--- config.mk ---
export PLATFORM = sky130hd
export DESIGN_NAME = pcl_cluster
export DESIGN_NICKNAME = d
export VERILOG_FILES = /design/src/pcl_pkg.sv /design/src/pcl_cell.sv /design/src/pcl_cluster.sv
export SDC_FILE = /design/constraint.sdc
export NUM_CORES = 2
export LEC_CHECK = 0
export BUFFER_PORTS_ARGS = -buffer_cell sky130_fd_sc_hd__buf_2
export CAP_MARGIN = 20
export CORE_UTILIZATION = 60
export DETAILED_ROUTE_END_ITERATION = 12
export PLACE_DENSITY = 0.76
export SETUP_SLACK_MARGIN = 0.4
export SYNTH_ARGS = -nofsm -noshare
export SYNTH_HDL_FRONTEND = slang
export SYNTH_SLANG_ARGS = --single-unit
--- constraint.sdc ---
create_clock -name aclk -period 34.6 [get_ports aclk]
set_input_delay 0 -clock aclk [delete_from_list [all_inputs] [get_ports aclk]]
set_output_delay 0 -clock aclk [all_outputs]
set_load 0.05 [all_outputs]
--- src/pcl_pkg.sv ---
package pcl_pkg;
   // cluster geometry
   localparam int          PCL_CELLS     = 16;          // cells on one carry chain
   localparam int          PCL_ADDR_W    = 8;           // byte address width
   // register byte offsets
   localparam logic [7:0]  PCL_CFG_OFS   = 8'h00;       // cell configs, one word per cell
   localparam logic [7:0]  PCL_CTRL_OFS  = 8'h40;       // cluster control
   localparam logic [7:0]  PCL_STAT_OFS  = 8'h44;       // cluster status
   // cell config field positions
   localparam int          PCL_LUT_LSB   = 0;           // lookup mask
   localparam int          PCL_LUT_W     = 16;
   localparam int          PCL_MODE_BIT  = 16;          // 1 = arithmetic
   localparam int          PCL_FF_LSB    = 17;          // storage type
   localparam int          PCL_OSEL_LSB  = 19;          // output selects a, b, local
   localparam int          PCL_CIN_BIT   = 22;          // carry-in as fourth lookup input
   localparam int          PCL_FB_BIT    = 23;          // register feedback
   localparam int          PCL_PACK_BIT  = 24;          // packed register
   localparam int          PCL_CHAIN_BIT = 25;          // register takes chain input
   // control field positions
   localparam int          PCL_CLKS_LSB  = 0;           // clock source
   localparam int          PCL_CLRS_LSB  = 2;           // clear source
   localparam int          PCL_ENAS_BIT  = 4;           // enable source, 1 = internal
   localparam int          PCL_SCLR_BIT  = 5;           // synchronous clear
   localparam int          PCL_SLOAD_BIT = 6;           // synchronous load
   // reset values
   localparam logic [31:0] PCL_CFG_RST   = 32'h00000000;
   localparam logic [31:0] PCL_CTRL_RST  = 32'h00000000;
   // bus responses
   localparam logic [1:0]  PCL_OKAY      = 2'h0;
   localparam logic [1:0]  PCL_SLVERR    = 2'h2;

   typedef enum logic [1:0] {PCL_FF_D, PCL_FF_T, PCL_FF_JK, PCL_FF_SR} pcl_ff_t;
   typedef enum logic [1:0] {PCL_SRC_GLOBAL, PCL_SRC_PIN, PCL_SRC_INTERNAL} pcl_src_t;

   // cell state
   typedef struct packed {
      logic q;
   } pcl_cell_st_t;

   // cluster state
   typedef struct packed {
      logic [PCL_CELLS-1:0][31:0] cfg;
      logic [31:0]                ctrl;
      logic                       aw_got;
      logic [PCL_ADDR_W-1:0]      awaddr;
      logic                       w_got;
      logic [31:0]                wdata;
      logic [3:0]                 wstrb;
      logic                       bvalid;
      logic [1:0]                 bresp;
      logic                       rvalid;
      logic [31:0]                rdata;
      logic [1:0]                 rresp;
      logic [3:0]                 sync1;
      logic [3:0]                 sync2;
      logic                       pin_clk_prev;
      logic                       int_clk_prev;
   } pcl_st_t;
endpackage : pcl_pkg

--- src/pcl_cell.sv ---
`timescale 1ns/100ps
`default_nettype none
module pcl_cell
   import pcl_pkg::*;
(
   input  wire logic        aclk,
   input  wire logic        aresetn,
   input  wire logic [31:0] cfg,
   input  wire logic [3:0]  data_in,
   input  wire logic        carry_in,
   input  wire logic        chain_in,
   input  wire logic        tick,
   input  wire logic        clr,
   input  wire logic        sclr,
   input  wire logic        sload,
   output logic             lut_out,
   output logic             reg_out,
   output logic             route_a,
   output logic             route_b,
   output logic             local_out,
   output logic             carry_out,
   output logic             chain_out
);
   pcl_cell_st_t st_q;      // registered state
   pcl_cell_st_t st_d;      // next state
   logic [3:0]   lut_idx;   // lookup address
   logic         din;       // register data
   logic         ff_next;   // storage function result
   logic         arith;     // arithmetic mode
   logic         pack;      // packed register
   logic [2:0]   osel;      // output selects
   pcl_ff_t      ff;        // storage type

   assign arith = cfg[PCL_MODE_BIT];
   assign pack  = cfg[PCL_PACK_BIT];
   assign osel  = cfg[PCL_OSEL_LSB +: 3];
   assign ff    = pcl_ff_t'(cfg[PCL_FF_LSB +: 2]);

   // clear masks the register at once
   assign reg_out = clr ? 1'b0 : st_q.q;

   // lookup inputs, feedback and carry selection
   always_comb begin
      lut_idx[0] = data_in[0];
      lut_idx[1] = cfg[PCL_FB_BIT] ? reg_out : data_in[1];
      lut_idx[2] = data_in[2];
      lut_idx[3] = cfg[PCL_CIN_BIT] ? carry_in : data_in[3];
   end

   // lookup or adder result
   always_comb begin
      if (arith) begin
         lut_out   = lut_idx[0] ^ lut_idx[1] ^ carry_in;
         carry_out = (lut_idx[0] & lut_idx[1]) | (carry_in & (lut_idx[0] ^ lut_idx[1]));
      end else begin
         lut_out   = cfg[PCL_LUT_LSB + int'(lut_idx)];
         carry_out = 1'b0;
      end
   end

   // register data: chain, direct input when packed, or lookup
   assign din = cfg[PCL_CHAIN_BIT] ? chain_in : (pack ? data_in[3] : lut_out);

   // storage function, second control taken from data input 2
   always_comb begin
      case (ff)
         PCL_FF_D:  ff_next = din;
         PCL_FF_T:  ff_next = st_q.q ^ din;
         PCL_FF_JK: ff_next = (din & ~st_q.q) | (~data_in[2] & st_q.q);
         PCL_FF_SR: ff_next = din | (~data_in[2] & st_q.q);
         default:   ff_next = st_q.q;
      endcase
   end

   // register update priorities
   always_comb begin
      st_d = st_q;
      if (clr) begin
         st_d.q = 1'b0;
      end else if (tick) begin
         if (sclr) begin
            st_d.q = 1'b0;
         end else if (sload && !pack) begin
            st_d.q = data_in[3];
         end else begin
            st_d.q = ff_next;
         end
      end
   end

   // state register
   always_ff @(posedge aclk) begin
      if (!aresetn) begin
         st_q <= '0;
      end else begin
         st_q <= st_d;
      end
   end

   // three independent outputs, lookup or register
   assign route_a   = osel[0] ? reg_out : lut_out;
   assign route_b   = osel[1] ? reg_out : lut_out;
   assign local_out = osel[2] ? reg_out : lut_out;
   assign chain_out = reg_out;
endmodule : pcl_cell
`default_nettype wire

--- src/pcl_cluster.sv ---
// Notes on behaviour
// - four-input lookup realises any function
// - register works as D, T, JK, SR
// - register has data, clock, enable, clear
// - clock, clear from global, pin, internal
// - combinational result bypasses register to outputs
// - three outputs, each lookup or register
// - two routed outputs, one local output
// - packed register cannot use synchronous load
// - register output may feed own lookup
// - registered and unregistered results together
// - register chain cascades cells as shifter
// - six inputs routed per mode
// - register controls come cluster-wide
// - carry-in or fourth input feeds lookup
// - arithmetic mode adds with carry out
// - arithmetic keeps feedback, packing, dual outputs
// - sixteen cells per chain, chain continues
// - synchronous clear, load act on all; load skips packed cells
// - enable low stops clock, registers hold
// - device-wide clear resets all, overrides
`timescale 1ns/100ps
`default_nettype none
module pcl_cluster
   import pcl_pkg::*;
(
   input  wire logic                   aclk,
   input  wire logic                   aresetn,
   // register bus
   input  wire logic [PCL_ADDR_W-1:0]  s_axi_awaddr,
   input  wire logic [2:0]             s_axi_awprot,
   input  wire logic                   s_axi_awvalid,
   output logic                        s_axi_awready,
   input  wire logic [31:0]            s_axi_wdata,
   input  wire logic [3:0]             s_axi_wstrb,
   input  wire logic                   s_axi_wvalid,
   output logic                        s_axi_wready,
   output logic [1:0]                  s_axi_bresp,
   output logic                        s_axi_bvalid,
   input  wire logic                   s_axi_bready,
   input  wire logic [PCL_ADDR_W-1:0]  s_axi_araddr,
   input  wire logic [2:0]             s_axi_arprot,
   input  wire logic                   s_axi_arvalid,
   output logic                        s_axi_arready,
   output logic [31:0]                 s_axi_rdata,
   output logic [1:0]                  s_axi_rresp,
   output logic                        s_axi_rvalid,
   input  wire logic                   s_axi_rready,
   // control sources
   input  wire logic                   global_clk_en,
   input  wire logic                   global_clr,
   input  wire logic                   pin_clk,
   input  wire logic                   pin_clr,
   input  wire logic                   pin_ena,
   input  wire logic                   int_clk,
   input  wire logic                   int_clr,
   input  wire logic                   int_ena,
   input  wire logic                   device_wide_clear_n,
   // cell data and chains
   input  wire logic [PCL_CELLS*4-1:0] data_in,
   input  wire logic                   carry_in,
   input  wire logic                   chain_in,
   output logic [PCL_CELLS-1:0]        route_a,
   output logic [PCL_CELLS-1:0]        route_b,
   output logic [PCL_CELLS-1:0]        local_out,
   output logic                        carry_out,
   output logic                        chain_out
);
   pcl_st_t              st_q;        // registered state
   pcl_st_t              st_d;        // next state
   logic [PCL_CELLS:0]   carry;       // carry chain taps
   logic [PCL_CELLS:0]   chain;       // register chain taps
   logic [PCL_CELLS-1:0] reg_res;     // per-cell register outputs
   logic [PCL_CELLS-1:0] fourth_vec;  // per-cell data input 3
   logic [PCL_CELLS-1:0] pack_vec;    // per-cell packed flags
   logic                 tick;        // enabled clock edge
   logic                 clk_edge;    // selected clock edge
   logic                 ena;         // selected enable
   logic                 clr_sel;     // selected clear
   logic                 clr_all;     // clear after device-wide override
   logic                 sclr;        // cluster synchronous clear
   logic                 sload;       // cluster synchronous load
   logic                 dev_clr_n_s; // synchronised device clear
   logic                 pin_clk_s;   // synchronised pin clock
   logic                 pin_clr_s;   // synchronised pin clear
   logic                 pin_ena_s;   // synchronised pin enable

   // bus handshakes
   assign s_axi_awready = !st_q.aw_got && !st_q.bvalid;
   assign s_axi_wready  = !st_q.w_got && !st_q.bvalid;
   assign s_axi_arready = !st_q.rvalid;
   assign s_axi_bvalid  = st_q.bvalid;
   assign s_axi_bresp   = st_q.bresp;
   assign s_axi_rvalid  = st_q.rvalid;
   assign s_axi_rdata   = st_q.rdata;
   assign s_axi_rresp   = st_q.rresp;

   // second synchroniser stage outputs
   assign pin_clk_s   = st_q.sync2[0];
   assign pin_clr_s   = st_q.sync2[1];
   assign pin_ena_s   = st_q.sync2[2];
   assign dev_clr_n_s = st_q.sync2[3];

   // cluster-wide controls from software
   assign sclr  = st_q.ctrl[PCL_SCLR_BIT];
   assign sload = st_q.ctrl[PCL_SLOAD_BIT];

   // clock source select; pin and internal clocks become rising-edge pulses
   always_comb begin
      case (pcl_src_t'(st_q.ctrl[PCL_CLKS_LSB +: 2]))
         PCL_SRC_GLOBAL:   clk_edge = global_clk_en;
         PCL_SRC_PIN:      clk_edge = pin_clk_s && !st_q.pin_clk_prev;
         PCL_SRC_INTERNAL: clk_edge = int_clk && !st_q.int_clk_prev;
         default:          clk_edge = 1'b0;
      endcase
   end

   // clear source select
   always_comb begin
      case (pcl_src_t'(st_q.ctrl[PCL_CLRS_LSB +: 2]))
         PCL_SRC_GLOBAL:   clr_sel = global_clr;
         PCL_SRC_PIN:      clr_sel = pin_clr_s;
         PCL_SRC_INTERNAL: clr_sel = int_clr;
         default:          clr_sel = 1'b0;
      endcase
   end

   // enable only from pin or internal logic
   assign ena     = st_q.ctrl[PCL_ENAS_BIT] ? int_ena : pin_ena_s;
   // disabled enable turns the cluster clock off
   assign tick    = clk_edge && ena;
   // device-wide clear overrides everything
   assign clr_all = !dev_clr_n_s || clr_sel;

   // byte-lane merge for register writes
   function automatic logic [31:0] pcl_merge(input logic [31:0] old_v,
                                             input logic [31:0] new_v,
                                             input logic [3:0]  strb);
      logic [31:0] res;
      res = old_v;
      for (int b = 0; b < 4; b++) begin
         if (strb[b]) begin
            res[b*8 +: 8] = new_v[b*8 +: 8];
         end
      end
      return res;
   endfunction : pcl_merge

   // read decode
   function automatic logic [33:0] pcl_read(input pcl_st_t s,
                                            input logic [PCL_ADDR_W-1:0] a,
                                            input logic [PCL_CELLS-1:0] q,
                                            input logic co);
      logic [33:0] res;
      res = {PCL_OKAY, 32'h00000000};
      if (a[7:6] == PCL_CFG_OFS[7:6]) begin
         res[31:0] = s.cfg[a[5:2]];
      end else if ({a[7:2], 2'b00} == PCL_CTRL_OFS) begin
         res[31:0] = s.ctrl;
      end else if ({a[7:2], 2'b00} == PCL_STAT_OFS) begin
         res[31:0] = {15'h0, co, q};
      end else begin
         res[33:32] = PCL_SLVERR;
      end
      return res;
   endfunction : pcl_read

   // next-state logic: synchronisers, bus slave
   always_comb begin
      st_d = st_q;
      // pins pass two flip-flops
      st_d.sync1        = {device_wide_clear_n, pin_ena, pin_clr, pin_clk};
      st_d.sync2        = st_q.sync1;
      st_d.pin_clk_prev = pin_clk_s;
      st_d.int_clk_prev = int_clk;
      // write address capture
      if (s_axi_awvalid && s_axi_awready) begin
         st_d.aw_got = 1'b1;
         st_d.awaddr = s_axi_awaddr;
      end
      // write data capture
      if (s_axi_wvalid && s_axi_wready) begin
         st_d.w_got = 1'b1;
         st_d.wdata = s_axi_wdata;
         st_d.wstrb = s_axi_wstrb;
      end
      // write response retired
      if (st_q.bvalid && s_axi_bready) begin
         st_d.bvalid = 1'b0;
      end
      // write performed once both halves are in
      if (st_q.aw_got && st_q.w_got && !st_q.bvalid) begin
         st_d.aw_got = 1'b0;
         st_d.w_got  = 1'b0;
         st_d.bvalid = 1'b1;
         st_d.bresp  = PCL_OKAY;
         if (st_q.awaddr[7:6] == PCL_CFG_OFS[7:6]) begin
            // cell configuration word
            st_d.cfg[st_q.awaddr[5:2]] = pcl_merge(st_q.cfg[st_q.awaddr[5:2]], st_q.wdata, st_q.wstrb);
         end else if ({st_q.awaddr[7:2], 2'b00} == PCL_CTRL_OFS) begin
            // cluster control word
            st_d.ctrl = pcl_merge(st_q.ctrl, st_q.wdata, st_q.wstrb);
         end else if ({st_q.awaddr[7:2], 2'b00} != PCL_STAT_OFS) begin
            // unmapped
            st_d.bresp = PCL_SLVERR;
         end
      end
      // read response retired
      if (st_q.rvalid && s_axi_rready) begin
         st_d.rvalid = 1'b0;
      end
      // read taken
      if (s_axi_arvalid && s_axi_arready) begin
         st_d.rvalid                  = 1'b1;
         {st_d.rresp, st_d.rdata}     = pcl_read(st_q, s_axi_araddr, reg_res, carry_out);
      end
   end

   // state register
   always_ff @(posedge aclk) begin
      if (!aresetn) begin
         st_q      <= '0;
         st_q.cfg  <= {PCL_CELLS{PCL_CFG_RST}};
         st_q.ctrl <= PCL_CTRL_RST;
      end else begin
         st_q <= st_d;
      end
   end

   // chain ends: carry continues to the next cluster in the column
   assign carry[0]  = carry_in;
   assign chain[0]  = chain_in;
   assign carry_out = carry[PCL_CELLS];
   assign chain_out = chain[PCL_CELLS];

   // sixteen cells sharing the cluster-wide controls
   for (genvar i = 0; i < PCL_CELLS; i++) begin : g_cell
      assign fourth_vec[i] = data_in[i*4+3];
      assign pack_vec[i]   = st_q.cfg[i][PCL_PACK_BIT];
      pcl_cell u_cell (
         .aclk      (aclk),
         .aresetn   (aresetn),
         .cfg       (st_q.cfg[i]),
         .data_in   (data_in[i*4 +: 4]),
         .carry_in  (carry[i]),
         .chain_in  (chain[i]),
         .tick      (tick),
         .clr       (clr_all),
         .sclr      (sclr),
         .sload     (sload),
         .lut_out   (),
         .reg_out   (reg_res[i]),
         .route_a   (route_a[i]),
         .route_b   (route_b[i]),
         .local_out (local_out[i]),
         .carry_out (carry[i+1]),
         .chain_out (chain[i+1])
      );
   end
endmodule : pcl_cluster
`default_nettype wire

==> impl_metrics.tcl <==
set metrics [dict create \
    syn_to_final_growth_pct 10.2 \
    drtIter0Drc 5246 \
    clockRootBuffer "clkbuf_16" \
    holdCritStartpoint "s_axi_wvalid" \
    wl_mm 128 \
    vias_per_cell 7.11 \
    async_flop_share 0 \
    finalClockSkew_ns 0.0226 \
    grt_pass1_vias 29300 \
    cts_buffers 71 \
    avgSynthCellArea_um2 10.4 \
    clk_latency_ns 0.63 \
    io_pins 231 \
    cts.repair.resized 0 \
    setup_viol 0 \
    yosysWarnings 0 \
    start_kind "flop" \
    hold_path_class "input pin to flop" \
    worstPathArrival_ns 12.51 \
    design_area_mm2 0.0419 \
    drive_gt1_frac 0.232 \
    worst-setup-path-type "flop to primary output" \
    htreeDepth 3 \
    r2r_cells 42 \
    die-height_um 254 \
    io_buffers 218 \
    dp_hpwl_mm 89.7 \
    grt_pass1_wl_mm 189 \
    setup_tns_ns 0 \
    antenna_found_initial 15 \
    synthFlopType "dfxtp_1" \
    ir_drop_mv 0.0338 \
    relSlewSlack 0.244 \
    crit_required_ns 34.60 \
    crit_path_max_incr_delay_ns 0.73 \
    num-nets-final 3841 \
    power_w 0.00175 \
    dp_slack_ns 22.39 \
    placed_cell_area_mm2 0.0385 \
    drv_cap 0 \
    worst_pin_slew_ns 1.13 \
    r2r_start "st_q[97]" \
    max_freq_mhz 79.9 \
    wl_per_cell_um 28.0 \
    synth_top_area_frac 0.342 \
    dieArea_mm2 0.0644 \
    grt_max_degree 97 \
    crit_family "adder cells" \
    start_util 0.612 \
    syn-cell-area_mm2 0.0380 \
    p_per_area_mw_per_mm2 41.7 \
    hold_ws_ns 0.00540 \
    synth.most_common_cell "dfxtp_1" \
    synth-seq-cells 650 \
    clk_path_buf_depth 3 \
    clkTransAtPathRegs_ns 0.06 \
    final_max_slew_viol_count 0 \
    ys_seq_area_frac 0.342 \
    crit_fanout 29 \
    tritoncts "built" \
    period_minus_slack_ns 12.51 \
    grt_usage 0.395 \
    cts.sinks 650 \
    met1Wirelength_mm 48.4 \
    ant_nets 0 \
    cp_common_cell "fa_1" \
    finalCritPeriodShare 0.362 \
    route.met3.wl_mm 21.1 \
    cp.depth 36 \
    drt_first_pass_iters 6 \
    netlist_instances 3666 \
    grt_overflow 0 \
    core_mm2 0.0622 \
    synth-edff-count 0 \
    dieWidth_um 254 \
    hold_violations 0 \
    synthTopCellsByCount "dfxtp_1, nand2_1, o211a_1" \
    whs_path_depth 5 \
    end_kind "primary output" \
    leakagePower_nw 19.3 \
    place_congestion 1.04 \
    rows 91 \
    dr_wl_met2_mm 53.7 \
    slowest_stage "nor2_1" \
    top_layer "met5" \
    setup_ws_ns 22.09 \
    num_vias 32500 \
    post-route-drc-count 0 \
    ys_types 73 \
    path_buf_inv 1 \
    rsz0062_at_grt "no" \
    status "completed" \
    yosys.area.top_type "dfxtp_1" \
    synth_area_leaders "dfxtp_1, mux4_2, o211a_1, nand2_1, a21oi_1" \
    startpoint "st_q[97]" \
]
-- layout make-up --
class                           count  area (um2)
Tap cell                          837        1050
Antenna cell                        6        15.0
Fill cell                        4762       20200
Sequential cell                   650       13000
Multi-Input combinational cell   2494       22600
Clock buffer                      104        2170
Timing Repair Buffer              365        2460
Clock inverter                     27         268
Inverter                           87         327
-- final timing paths --
path                                  to  slack, ns
setup reg to reg  g_cell[15].u_cell.st_q      22.25
setup / recovery               carry_out      22.09
hold / removal                  st_q[78]      0.005
hold reg to reg                pin_clk_s       0.44
-- worst register-to-register path: cells and delay by family (launching register included) --
kind / cells / cell delay (ns)
fa+ha+maj: 17 / 6.73
flops: 1 / 0.45
mux: 1 / 0.44
buf+inv: 1 / 0.04
simple gates: 17 / 3.00
compound gates: 6 / 1.59
-- logic make-up after synthesis --
group | count (synthesis) | synth area share
DFF | 650 | 0.342
other | 1 | 0.0000986
adders and majority gates | 32 | 0.0137
and+or+nand+nor | 908 | 0.105
muxes | 499 | 0.267
AOI/OAI and AO/OA | 1053 | 0.205
buffers and inverters | 523 | 0.0671
-- cell usage in the layout, fill, tap and decap left out, drive strengths merged, types with 13 or more instances in the layout --
cell,Yosys,layout
nand2,568,568
ha,16,16
clkbuf,250,104
nand2b,59,59
clkinv,0,16
mux2i,85,85
nand3,59,59
o21ai,222,222
a21oi,230,230
buf,186,267
dlygate4sd3,0,98
a22oi,13,13
mux4,377,377
a21boi,71,71
mux2,37,37
inv,87,90
a31oi,31,31
and2,18,18
nand3b,15,15
o211a,378,378
nor3,28,28
a221oi,29,29
fa,16,16
dfxtp,650,650
nor2b,30,30
nor2,96,96
-- registers in the layout, indices dropped and copies added (netlist names) --
signal,count
s_axi_rvalid,1
s_axi_bresp,1
st_d,4
s_axi_bvalid,1
pin_clr_s,1
pin_ena_s,1
s_axi_rresp,1
sload,1
pack_vec,16
sclr,1
pin_clk_s,1
st_q,572
s_axi_rdata,32
g_cell.u_cell.st_q,16
dev_clr_n_s,1
-- metal layers --
metal  vias to the layer above  GRT usage
li1                      13700          -
met1                     16000      0.558
met2                      2443      0.554
met3                       287      0.150
met4                        16      0.130
met5                         -          0
-- metrics by stage --
stage	instances	utilization
after global routing	4567	0.674
after CTS	4563	0.674
final	4570	0.674
after detailed placement	4334	0.619
after global placement	4333	0.619
after floorplan	3667	-
-- power breakdown --
part | internal (W) | switching (W) | total, W
registers | 0.000758 | 0.0000151 | 0.000774
clock network | 0.000467 | 0.000328 | 0.000795
logic | 0.0000667 | 0.000111 | 0.000178
total | 0.00129 | 0.000455 | 0.00175
-- what timing repair did --
| action | CTS | global route |
|---|---|---|
| hold endpoints to repair | 168 | 0 |
| hold buffers | 98 | 0 |
| setup buffers | 0 | 0 |
(Power assumes the default switching activity.)
